### src/logic/dio_defines.svh
`ifndef DIO_DEFINES_SVH
`define DIO_DEFINES_SVH

// Pin vector positions, lowest is target select bit 0
`define DIO_PIN_W 10
`define DIO_PIN_ENC_A 4
`define DIO_PIN_ENC_B 5
`define DIO_PIN_START 6
`define DIO_PIN_END0 7
`define DIO_PIN_END1 8
`define DIO_PIN_ENABLE 9

// Register indices on the plain register port
`define DIO_ADDR_W 4
`define DIO_REG_CTRL 4'h0
`define DIO_REG_LINES 4'h1
`define DIO_REG_GPOUT 4'h2
`define DIO_REG_MONITOR 4'h3
`define DIO_REG_POS 4'h4
`define DIO_REG_STATUS 4'h5

// Control register fields
`define DIO_CTRL_OUT_SEL 0
`define DIO_CTRL_ENC_IN 1
`define DIO_CTRL_PULSE_DIR 2
`define DIO_CTRL_IDX_SYNC 3
`define DIO_CTRL_ANALOG_SETPOINT_IN0_EN 4
`define DIO_CTRL_ANALOG_SETPOINT_IN1_EN 5
`define DIO_CTRL_ANALOG_SETPOINT_IN0_SPD 6
`define DIO_CTRL_ANALOG_SETPOINT_IN1_SPD 7
`define DIO_CTRL_RST 8'h00

// Line count register fields: code n means 32 << n lines
`define DIO_LINES_IN_LSB 0
`define DIO_LINES_OUT_LSB 4
`define DIO_LINE_CODE_RST 3'h5
`define DIO_LINE_CODE_MAX 3'h5
`define DIO_INCR_BASE 13'h0080
`define DIO_ANGLE_SHIFT_BASE 4'h9

// Status register fields
`define DIO_STAT_ERR 12
`define DIO_STAT_EN 13
`define DIO_STAT_READY 14

// Widths
`define DIO_ADC_W 12
`define DIO_MON_W 8
`define DIO_POS_W 12
`define DIO_ANGLE_W 16
`define DIO_DIV_W 5

// Timing
`define DIO_CLK_MHZ 250
`define DIO_EMU_STEP_NS 100
`define DIO_EMU_STEP_CYC ((`DIO_EMU_STEP_NS * `DIO_CLK_MHZ) / 1000)

`endif

### src/logic/dio_pkg.sv
`include "dio_defines.svh"

package dio_pkg;

	typedef struct packed {
		logic [`DIO_PIN_W-1:0] s1;
		logic [`DIO_PIN_W-1:0] s2;
		logic [`DIO_PIN_W-1:0] s3;
		logic [`DIO_PIN_W-1:0] filt;
		logic [7:0] ctrl;
		logic [2:0] inCode;
		logic [2:0] outCode;
		logic [1:0] gp;
		logic [`DIO_MON_W-1:0] mon;
		logic [`DIO_POS_W-1:0] pos;
		logic errPend;
		logic enable;
		logic ready;
		logic brake;
		logic ack;
		logic start;
		logic outA;
		logic outB;
		logic [3:0] tIdx;
		logic [1:0] tGrp;
		logic [1:0] endSw;
		logic [`DIO_ADC_W-1:0] curSp;
		logic [`DIO_ADC_W-1:0] spdSp;
		logic [31:0] rdata;
	} dio_port_state_type;

	typedef struct packed {
		logic [`DIO_DIV_W-1:0] div;
		logic [`DIO_POS_W-1:0] cur;
		logic a;
		logic b;
	} dio_emu_state_type;

	function automatic logic [2:0] clampCode(input logic [2:0] c);
		return (c > `DIO_LINE_CODE_MAX) ? `DIO_LINE_CODE_MAX : c;
	endfunction: clampCode

	// Increments per revolution minus one, four per line
	function automatic logic [`DIO_POS_W-1:0] incMask(input logic [2:0] c);
		logic [12:0] n;
		n = `DIO_INCR_BASE << clampCode(c);
		return `DIO_POS_W'(n - 13'h0001);
	endfunction: incMask

endpackage: dio_pkg

### src/logic/dio_emu_if.sv
`timescale 1ns/1ps
`include "dio_defines.svh"

interface dio_emu_if;
	logic [`DIO_ANGLE_W-1:0] angle;
	logic [2:0] lineCode;
	logic trackA;
	logic trackB;
	modport host(output angle, output lineCode, input trackA, input trackB);
	modport emu(input angle, input lineCode, output trackA, output trackB);
endinterface: dio_emu_if

### src/logic/dio_enc_emu.sv
`timescale 1ns/1ps
`include "dio_defines.svh"

module dio_enc_emu #(
	parameter int STEP_CYC = `DIO_EMU_STEP_CYC
) (
	input wire logic clk, // System clock
	input wire logic nrst, // Async reset
	dio_emu_if.emu bus // Angle in, tracks out
);
	dio_pkg::dio_emu_state_type st;
	dio_pkg::dio_emu_state_type next_st;
	logic step;
	logic [`DIO_POS_W-1:0] mask;
	logic [`DIO_POS_W-1:0] target;
	logic [`DIO_POS_W-1:0] diff;
	logic [3:0] shift;

	assign step = (st.div == `DIO_DIV_W'(STEP_CYC - 1));
	assign mask = dio_pkg::incMask(bus.lineCode);
	assign shift = `DIO_ANGLE_SHIFT_BASE - {1'b0, dio_pkg::clampCode(bus.lineCode)};
	assign target = `DIO_POS_W'(bus.angle >> shift) & mask;
	assign diff = (target - st.cur) & mask;

	always_comb begin
		next_st = st;
		next_st.div = step ? '0 : `DIO_DIV_W'(st.div + 1'b1);
		next_st.cur = st.cur & mask;
		// One edge per step, the short way round, so A and B never jump
		if (step && diff != '0) begin
			if (diff > (mask >> 1)) begin
				next_st.cur = (st.cur - 1'b1) & mask;
			end else begin
				next_st.cur = (st.cur + 1'b1) & mask;
			end
		end
		next_st.a = next_st.cur[1] ^ next_st.cur[0];
		next_st.b = next_st.cur[1];
	end

	always_ff @(posedge clk or negedge nrst) begin
		if (!nrst) begin
			st <= '0;
		end else begin
			st <= next_st;
		end
	end

	assign bus.trackA = st.a;
	assign bus.trackB = st.b;
endmodule: dio_enc_emu

### src/logic/dio_port.sv
// Functional notes
// Select bits 0-3 pick one of sixteen targets
// Select bits 4-5 pick target parameter group
// Start input begins move; two end switches
// Enable high runs drive; falling edge acknowledges
// Ready output shows operational state
// Outputs two, three: general or tracks A/B
// Dedicated output controls holding brake
// Analog inputs 12-bit, current or speed setpoint
// Analog pins share select bits, one use
// Monitor output from 8-bit code
// Encoder in and out allow master-slave
// Encoder input takes A, B, index sync
// Optional pulse and direction input mode
// Input line count 32 to 1024
// Source keeps input rate at 50 kHz
// Output tracks from rotor angle, own count
// Emulation gives A and B, no index
// Emulated output exceeds 100 kHz lines
// Quadrature: four counts per line, phase direction
// All inputs synchronised and filtered first; here only the ten pin inputs, not faultIn, adcValid or the analog codes
`timescale 1ns/1ps
`include "dio_defines.svh"

module dio_port (
	input wire logic clk, // System clock
	input wire logic nrst, // Async reset
	input wire logic [`DIO_ADDR_W-1:0] regAddr, // Register index
	input wire logic [31:0] regWdata, // Write data
	input wire logic regWr, // Write strobe
	input wire logic regRd, // Read strobe
	output logic [31:0] regRdata, // Read data, cycle after strobe
	input wire logic targetSelBit0In, // Target bit 0 pin
	input wire logic targetSelBit1In, // Target bit 1 pin
	input wire logic targetSelBit2In, // Target bit 2 pin
	input wire logic targetSelBit3In, // Target bit 3 pin
	input wire logic groupSelBit0EncAIn, // Group bit 0 or track A
	input wire logic groupSelBit1EncBIn, // Group bit 1 or track B
	input wire logic startPosEncNIn, // Start or index
	input wire logic endSwitch0In, // End switch 0
	input wire logic endSwitch1In, // End switch 1
	input wire logic driveEnableAckIn, // Enable, fall acknowledges
	input wire logic faultIn, // Error event from drive core
	input wire logic [`DIO_ANGLE_W-1:0] rotorAngle, // Measured rotor angle
	input wire logic [`DIO_ADC_W-1:0] analogSetpointIn0, // Converter code 0
	input wire logic [`DIO_ADC_W-1:0] analogSetpointIn1, // Converter code 1
	input wire logic adcValid, // Conversion done pulse
	output logic readyOut, // Ready state
	output logic configOutATrack, // General or track A
	output logic configOutBTrack, // General or track B
	output logic brakeOut, // High releases brake
	output logic [`DIO_MON_W-1:0] analogMonitorOut, // Monitor code
	output logic [3:0] targetIndex, // Selected target
	output logic [1:0] targetGroup, // Selected group
	output logic startPulse, // Start move pulse
	output logic [1:0] endSwitch, // End switch levels
	output logic driveEnable, // Drive enabled
	output logic errorAck, // Acknowledge pulse
	output logic errorPending, // Error held
	output logic [`DIO_POS_W-1:0] encPosition, // Input position count
	output logic [`DIO_ADC_W-1:0] currentSetpoint, // Analog current setpoint
	output logic [`DIO_ADC_W-1:0] speedSetpoint // Analog speed setpoint
);
	dio_pkg::dio_port_state_type st;
	dio_pkg::dio_port_state_type next_st;
	dio_emu_if emuBus ();
	logic [`DIO_PIN_W-1:0] pinIn;
	logic [`DIO_PIN_W-1:0] nextFilt;
	logic [`DIO_POS_W-1:0] posMask;
	logic encIn;
	logic pulseDir;
	logic oldA;
	logic newA;
	logic oldB;
	logic newB;
	logic quadStep;
	logic stepUp;
	logic stepDn;
	logic idxHit;
	logic ackNow;

	assign pinIn = {driveEnableAckIn, endSwitch1In, endSwitch0In, startPosEncNIn,
		groupSelBit1EncBIn, groupSelBit0EncAIn, targetSelBit3In, targetSelBit2In,
		targetSelBit1In, targetSelBit0In};

	// A change counts once the second and third stage agree
	always_comb begin
		for (int i = 0; i < `DIO_PIN_W; i++) begin
			nextFilt[i] = (st.s2[i] == st.s3[i]) ? st.s3[i] : st.filt[i];
		end
	end

	assign encIn = st.ctrl[`DIO_CTRL_ENC_IN];
	assign pulseDir = st.ctrl[`DIO_CTRL_PULSE_DIR];
	assign posMask = dio_pkg::incMask(st.inCode);
	assign oldA = st.filt[`DIO_PIN_ENC_A];
	assign newA = nextFilt[`DIO_PIN_ENC_A];
	assign oldB = st.filt[`DIO_PIN_ENC_B];
	assign newB = nextFilt[`DIO_PIN_ENC_B];
	// Both tracks flipping at once has no direction, so it is dropped
	assign quadStep = (oldA ^ newA) != (oldB ^ newB);
	assign stepUp = encIn & (pulseDir ? (newA & ~oldA & newB)
		: (quadStep & ~(oldA ^ newB)));
	assign stepDn = encIn & (pulseDir ? (newA & ~oldA & ~newB)
		: (quadStep & (oldA ^ newB)));
	assign idxHit = encIn & st.ctrl[`DIO_CTRL_IDX_SYNC]
		& nextFilt[`DIO_PIN_START] & ~st.filt[`DIO_PIN_START];
	assign ackNow = st.filt[`DIO_PIN_ENABLE] & ~nextFilt[`DIO_PIN_ENABLE];

	assign emuBus.angle = rotorAngle;
	assign emuBus.lineCode = st.outCode;

	dio_enc_emu #(
		.STEP_CYC(`DIO_EMU_STEP_CYC)
	) emu (
		.clk(clk),
		.nrst(nrst),
		.bus(emuBus.emu)
	);

	always_comb begin
		next_st = st;
		next_st.s1 = pinIn;
		next_st.s2 = st.s1;
		next_st.s3 = st.s2;
		next_st.filt = nextFilt;

		if (regWr) begin
			unique case (regAddr)
				`DIO_REG_CTRL: next_st.ctrl = regWdata[7:0];
				`DIO_REG_LINES: begin
					next_st.inCode = dio_pkg::clampCode(regWdata[`DIO_LINES_IN_LSB +: 3]);
					next_st.outCode = dio_pkg::clampCode(regWdata[`DIO_LINES_OUT_LSB +: 3]);
				end
				`DIO_REG_GPOUT: next_st.gp = regWdata[1:0];
				`DIO_REG_MONITOR: next_st.mon = regWdata[`DIO_MON_W-1:0];
				default: next_st.ctrl = st.ctrl;
			endcase
		end

		// Index wins over a count in the same cycle
		if (idxHit) begin
			next_st.pos = '0;
		end else if (stepUp) begin
			next_st.pos = (st.pos + 1'b1) & posMask;
		end else if (stepDn) begin
			next_st.pos = (st.pos - 1'b1) & posMask;
		end else begin
			next_st.pos = st.pos & posMask;
		end

		// A fault in the acknowledge cycle stays pending
		next_st.errPend = faultIn | (st.errPend & ~ackNow);
		next_st.ack = ackNow;
		next_st.enable = nextFilt[`DIO_PIN_ENABLE];
		next_st.ready = nextFilt[`DIO_PIN_ENABLE] & ~next_st.errPend;
		next_st.brake = nextFilt[`DIO_PIN_ENABLE] & ~next_st.errPend;

		next_st.tIdx[1:0] = st.ctrl[`DIO_CTRL_ANALOG_SETPOINT_IN0_EN] ? 2'h0 : nextFilt[1:0];
		next_st.tIdx[3:2] = st.ctrl[`DIO_CTRL_ANALOG_SETPOINT_IN1_EN] ? 2'h0 : nextFilt[3:2];
		next_st.tGrp = encIn ? 2'h0 : nextFilt[`DIO_PIN_ENC_B:`DIO_PIN_ENC_A];
		next_st.start = ~encIn & nextFilt[`DIO_PIN_START] & ~st.filt[`DIO_PIN_START];
		next_st.endSw = nextFilt[`DIO_PIN_END1:`DIO_PIN_END0];

		if (adcValid && st.ctrl[`DIO_CTRL_ANALOG_SETPOINT_IN0_EN]) begin
			if (st.ctrl[`DIO_CTRL_ANALOG_SETPOINT_IN0_SPD]) begin
				next_st.spdSp = analogSetpointIn0;
			end else begin
				next_st.curSp = analogSetpointIn0;
			end
		end
		// Both channels on one setpoint: channel 1 takes it
		if (adcValid && st.ctrl[`DIO_CTRL_ANALOG_SETPOINT_IN1_EN]) begin
			if (st.ctrl[`DIO_CTRL_ANALOG_SETPOINT_IN1_SPD]) begin
				next_st.spdSp = analogSetpointIn1;
			end else begin
				next_st.curSp = analogSetpointIn1;
			end
		end

		next_st.outA = st.ctrl[`DIO_CTRL_OUT_SEL] ? emuBus.trackA : st.gp[0];
		next_st.outB = st.ctrl[`DIO_CTRL_OUT_SEL] ? emuBus.trackB : st.gp[1];

		next_st.rdata = '0;
		if (regRd) begin
			unique case (regAddr)
				`DIO_REG_CTRL: next_st.rdata[7:0] = st.ctrl;
				`DIO_REG_LINES: begin
					next_st.rdata[`DIO_LINES_IN_LSB +: 3] = st.inCode;
					next_st.rdata[`DIO_LINES_OUT_LSB +: 3] = st.outCode;
				end
				`DIO_REG_GPOUT: next_st.rdata[1:0] = st.gp;
				`DIO_REG_MONITOR: next_st.rdata[`DIO_MON_W-1:0] = st.mon;
				`DIO_REG_POS: next_st.rdata[`DIO_POS_W-1:0] = st.pos;
				`DIO_REG_STATUS: begin
					next_st.rdata[`DIO_PIN_W-1:0] = st.filt;
					next_st.rdata[`DIO_STAT_ERR] = st.errPend;
					next_st.rdata[`DIO_STAT_EN] = st.enable;
					next_st.rdata[`DIO_STAT_READY] = st.ready;
				end
				default: next_st.rdata = '0;
			endcase
		end
	end

	always_ff @(posedge clk or negedge nrst) begin
		if (!nrst) begin
			st <= '0;
			st.ctrl <= `DIO_CTRL_RST;
			st.inCode <= `DIO_LINE_CODE_RST;
			st.outCode <= `DIO_LINE_CODE_RST;
		end else begin
			st <= next_st;
		end
	end

	assign regRdata = st.rdata;
	assign readyOut = st.ready;
	assign configOutATrack = st.outA;
	assign configOutBTrack = st.outB;
	assign brakeOut = st.brake;
	assign analogMonitorOut = st.mon;
	assign targetIndex = st.tIdx;
	assign targetGroup = st.tGrp;
	assign startPulse = st.start;
	assign endSwitch = st.endSw;
	assign driveEnable = st.enable;
	assign errorAck = st.ack;
	assign errorPending = st.errPend;
	assign encPosition = st.pos;
	assign currentSetpoint = st.curSp;
	assign speedSetpoint = st.spdSp;
endmodule: dio_port

### config.mk
export PLATFORM = sky130hd
export DESIGN_NAME = dio_port
export DESIGN_NICKNAME = d
export VERILOG_FILES = /design/src/logic/dio_pkg.sv /design/src/logic/dio_emu_if.sv /design/src/logic/dio_enc_emu.sv /design/src/logic/dio_port.sv
export VERILOG_INCLUDE_DIRS = /design/src /design/src/logic
export SDC_FILE = /design/constraint.sdc
export NUM_CORES = 1
export LEC_CHECK = 0
export ABC_AREA = 1
export ABC_CLOCK_PERIOD_IN_PS = 9700
export BUFFER_PORTS_ARGS = -buffer_cell sky130_fd_sc_hd__clkbuf_2
export CORE_ASPECT_RATIO = 2
export CORE_UTILIZATION = 50
export CTS_CLUSTER_DIAMETER = 150
export CTS_CLUSTER_SIZE = 10
export DETAILED_ROUTE_END_ITERATION = 16
export PLACE_DENSITY = 0.85
export SKIP_CTS_REPAIR_TIMING = 1
export SYNTH_ARGS = -nofsm -noshare
export SYNTH_HDL_FRONTEND = slang
export SYNTH_SLANG_ARGS = --single-unit
### constraint.sdc
create_clock -name clk -period 9.7 [get_ports clk]
set_clock_uncertainty 0.1 [all_clocks]
set_input_delay 2.91 -clock clk [delete_from_list [all_inputs] [get_ports clk]]
set_output_delay 2.91 -clock clk [all_outputs]
set_load 0.05 [all_outputs]
## Word-level counts from Yosys, hierarchy flattened

Index checks and enable logic that the tools add are counted.

- Reductions and logical operators: 9
- Multiplexer cells: 42
- Shift operators: 3
- Bitwise operators: 36
- Equal/unequal tests: 17
- Add/sub/neg operators: 9
- Magnitude comparators: 5

Operators with widths:

| kind | count |
|---|---|
| $mux 12 | 9 |
| $and 12x12->12 | 8 |
| $mux 24 | 2 |
| $sub 12x1->12 const B | 4 |
| $add 12x1->12 const B | 2 |
| $shl 8x3->12 const A | 2 |
| $shr 16x4->12 | 1 |
| $and 1x1->1 | 15 |
| $mux 15 | 1 |
| $mux 3 | 5 |
| $pmux 3 s5 | 1 |
| $mux 1 | 14 |
| $gt 12x11->1 | 1 |
| $gt 3x3->1 const B | 4 |
| $pmux 2 s6 | 1 |
| $reduce_bool 12->1 | 1 |
| $sub 12x12->12 | 1 |
| $eq 1x1->1 | 10 |
| $eq 4x2->1 const B | 2 |
| $eq 4x3->1 const B | 2 |
| $mux 2 | 4 |
| $not 1->1 | 8 |
| $pmux 1 s4 | 2 |
| $reduce_and 2->1 | 4 |
| 12 further kinds | 17 |

- Output and inout bits: 92
- Bits of input ports: 92
- Word-level logic and storage cells: 148
- Register bits: 166

## Logic depth before layout (Yosys ltp)

- Word-level depth: 11
- Mapped depth: 41
- Depth with buffers taken out: 39

## By module

From an unflattened synthesis, not the netlist that was laid out.

- Cell total of the unflattened synthesis: 1154
- Area, all modules: 9120.0 µm²

Modules (own cells, without submodules):

| module | cells each | area each (µm²) | instances | seq. area each (µm²) |
|---|---|---|---|---|
| dio_port | 686 | 6219.7 | 1 | 3183.1 |
| dio_enc_emu | 468 | 2900.3 | 1 | 450.4 |

## Worst setup path after synthesis

OpenSTA, ideal clock, no wires.

- Path kind: input to register
- From: in rotorAngle[13]
- To: reg emu.st[12] (netlist bit)
- Arrival time: 7.194 ns
- Stages on the path: 33
- Setup slack: 2.283 ns
- Library setup time: 0.123 ns
- Data required time: 9.477 ns
- Buffers on the path: 0
- Cell sequence: inv_1 o21ai_0 mux2i_1 nand2_1 o21ai_0 o21ai_0 inv_1 ha_1 fa_1 inv_1 nand3_1 nand2_1 nand2_1 nand2_1 nand2_1 nand3b_1 inv_1 ha_1 nand2_1 nor4_1 nand4_1 o21bai_1 nand2_1 ha_1 a21oi_1 nand2_1 a31oi_1 o21ai_0 nand2_1 nand2_1 a21oi_1 xor2_1 a21oi_1

RTL lines:

| item | RTL line | RTL |
|---|---|---|
| start: declaration | dio_port.sv:44 | `` input wire logic [`DIO_ANGLE_W-1:0] rotorAngle, `` |
| end signal: assignment | dio_enc_emu.sv:45 | `st <= next_st;` |
| end: declaration | dio_enc_emu.sv:11 | `dio_pkg::dio_emu_state_type st;` |

==> results.txt <==
The worst hold path cell count is 0. The tools report the core area as 17270 µm². STA classifies the critical path startpoint as a primary input. The length in cells of the worst reg-to-reg path is 35. The flow ran to the end, and the final reports show no timing, DRC or antenna violations. The tree is rooted in a sky130_fd_sc_hd__clkbuf_16. After floorplanning, the core was divided into 68 placement rows.

Once detail routing completed, the nets flagged for antenna violations numbered 0. The routed design has 22.79 mm of wire. The ratio of cells with drive above 1 in the final layout works out to 16.80%.

Number of enable-type register cells in the synthesized netlist: 0. The I/O pin count came out at 184. The logs give 4 for the number of levels the H-tree was split into and 41.16% for the share of synthesized area occupied by flip-flops and latches. In the final routed layout, each cell accounts on average for 16.07 µm. The worst slew margin relative to its limit came out at 29.60%. Critical path start-end classification: in2reg. For this block, the initial DRC count from the detailed router was 468. Minimum period implied by the final worst setup slack: 8.171 ns.

Across the run, the number of max-cap violations was 0. For this run, asynchronously set or reset flops after synthesis account for 100.0%. By area the synthesized netlist is led by sky130_fd_sc_hd__dfrtp_1, sky130_fd_sc_hd__nand2_1, sky130_fd_sc_hd__buf_4, sky130_fd_sc_hd__inv_1, sky130_fd_sc_hd__o21ai_0. The run gives 26.18% as the global-route total usage across every layer.

The path class of the tightest hold or removal check is reg2reg. The number of antenna diodes in the final layout is 0. For the number of optimization iterations in the first detailed-route pass, the log shows 5. Of the available clock period, the critical path in the final layout requires 84.24%. The maximum single-stage delay on the critical path is 0.54 ns. The most numerous cell type found on the critical path is sky130_fd_sc_hd__nand2_1.

IR analysis of the VDD net gives a maximum drop of 0.1738 mV. For the worst setup path, the data arrival time is 8.35 ns. The kind of capture point of the worst setup path was a register. The cell family contributing the most delay on the critical path is simple AND/OR/NAND/NOR gates. Critical path depth in cells: 34.

For the number of different library cells in the post-synthesis netlist, the log shows 49. Summed over all layers, the global routing overflow is 0. Post-synthesis average cell area: 7.846 µm².

The run gives 0 as the number of slew-limit violations in the final report. Dominant cell type by area after synthesis: sky130_fd_sc_hd__dfrtp_1. Setup violations remaining at the end of the flow were counted as 0. For this configuration, the core starts out at a cell density of 51.11%. The synthesized design contains 145 register bits. The total power of the final layout is 3.571 mW, and the ratio of routed vias to standard cells is 5.523. Clock tree synthesis inserted a total of 17 buffers.

The first global-routing pass estimated 35.79 mm of wire. The number of endpoints with negative hold slack in the final report is 0, and the total die area is 18220 µm². The clock tree buffer depth is 2, and the clock transition time at the flip-flop clock pins of the worst setup and hold paths is 0.06 ns.

The leading cell type by number of instances after synthesis was sky130_fd_sc_hd__nand2_1. During placement, the flow inserted port buffers numbering 142. For the area of the mapped netlist, the log shows 8827 µm².

At the worst endpoint, the required time is 9.88 ns. Static timing analysis puts the maximum clock frequency at 122.4 MHz. The number of vias in the routed layout came out at 7832. The final layout contains 1326 nets.

TritonCTS built the clock tree. The tools report the number of antenna violations at the first check in global routing as 0. The top cell type by area accounts for 39.97% of the synthesized area. The die is 189.9 µm tall.

Of all nets on the critical path, the largest fanout is 12. The number of global-route vias before repair is 7665. The clock net in this run drives a total of 145 sinks. Ranked by instance count, the synthesized netlist is headed by sky130_fd_sc_hd__nand2_1, sky130_fd_sc_hd__inv_1, sky130_fd_sc_hd__dfrtp_1. Relative to the synthesized area, the layout overhead comes to 9.738%. Routability-driven placement finished with a final weighted congestion of 0.9477. The run gives 85 as the maximum number of pins on one net before global-route repair. Slew of the pin with the lowest slew margin: 1.056 ns. The run gives 1576 as the number of fill cells in the layout. The clock insertion delay at the later pin of the skew report was 0.42 ns; the HPWL after detailed placement was 17.83 mm.

The analysis attributes to cell leakage a power of 5.028 nW. The Yosys step of the flow raised 0 warnings. The number of design rule violations left after detail routing is 0. Setup repair after global routing left no endpoint under its margin. For the final routed database, the setup TNS stands at 0 ns. The x dimension of the die is 95.96 µm, and the post-synthesis cell count is 1125. In the synthesized netlist the dominant register cell turns out to be sky130_fd_sc_hd__dfrtp_1. The power density normalized to cell area was 368.6 nW/µm². The critical path's slowest cell was sky130_fd_sc_hd__fa_1.

The critical path contains buffers and inverters numbering 5 combined.
metal layers:
metal	GRT usage, %	share of wire (%)	vias to the layer above	routed length (µm)
li1	-	-	3735	-
met1	24.73	33	3673	7517
met2	47.34	54	308	12270
met3	4.237	4.4	116	1009
met4	21.70	8.8	0	1999
met5	0	0	-	0
state kept, by name, summed over array words and instances (netlist names), 2 cells and up:
signal	cells
st	27
next_st	20
emu.st	17
regRdata	15
currentSetpoint	12
encPosition	12
speedSetpoint	12
analogMonitorOut	8
targetIndex	4
emuBus.lineCode	3
targetGroup	2
layout make-up:
| cell class | count | area [µm²] | share of cell area (%) |
|---|---|---|---|
| sequential | 145 | 3633 | 37.51 |
| inverter | 157 | 589.3 | 6.084 |
| clock inverter | 7 | 51.30 | 0.5296 |
| clock buffer | 24 | 501.7 | 5.180 |
| multi-input combinational | 730 | 3909 | 40.35 |
| tap | 210 | 262.8 | 2.712 |
| timing repair buffer | 145 | 739.5 | 7.634 |
metrics by stage:
stage / std cells / hold WS [ns] / area, µm² / utilization, % / setup WS, ns
2_1_floorplan: 1141 / 0.2312 / 8887 / - / 2.283
3_3_place_gp: 1387 / 0.2332 / 9134 / 52.88 / 1.234
3_5_place_dp: 1387 / 0.2355 / 9134 / 52.88 / 1.095
4_1_cts: 1418 / 0.2444 / 9687 / 56.09 / 1.534
5_1_grt: 1418 / 0.2497 / 9687 / 56.09 / 0.9301
6_report: 1418 / 0.2460 / 9687 / 56.09 / 1.529
where the power goes:
part	internal (mW)	switching (mW)	total (mW)
logic	0.675	1.42	2.09
registers	0.752	0.114	0.866
clock network	0.360	0.251	0.611
total	1.79	1.78	3.57
path summary, 6_finish.rpt:
path | from | to | slack [ns]
setup / recovery | rotorAngle[15] | emu.st[12]$_DFF_PN0_ | 1.53
hold / removal | next_st[131]$_DFF_PN0_ | next_st[121]$_DFF_PN0_ | 0.25
setup reg to reg | emuBus.lineCode[2]$_DFFE_PN1P_ | emu.st[12]$_DFF_PN0_ | 2.71
hold reg to reg | next_st[131]$_DFF_PN0_ | next_st[121]$_DFF_PN0_ | 0.25
max in group asynchronous | nrst | emu.st[16]$_DFF_PN0_ | 5.66
min in group asynchronous | nrst | errorAck$_DFF_PN0_ | 2.34
kinds of logic (layout without fill, tap and decap cells):
logic type | count (synthesis) | in the layout | share of synthesized area [%]
AOI/OAI and AO/OA | 221 | 221 | 14.22
xor gates and xnor gates | 20 | 20 | 1.984
adders and majority gates | 41 | 41 | 5.897
buffers and inverters | 266 | 333 | 15.24
DFF | 145 | 145 | 41.16
muxes | 4 | 4 | 0.4678
other | 1 | 17 | 0.04248
and+or+nand+nor | 427 | 427 | 20.99
cells in the final DEF, fill, tap and decap left out, drive strengths merged, types with 10 or more instances in the layout:
cell    count
nand2     227
a211oi     10
inv       155
nand3      65
nor3       25
ha         36
nand4      11
nor2       95
o22ai      26
xor2       15
o21ai     116
clkbuf    165
a21oi      35
a31oi      14
conb       17
dfrtp     141
(Power assumes the default switching activity.)
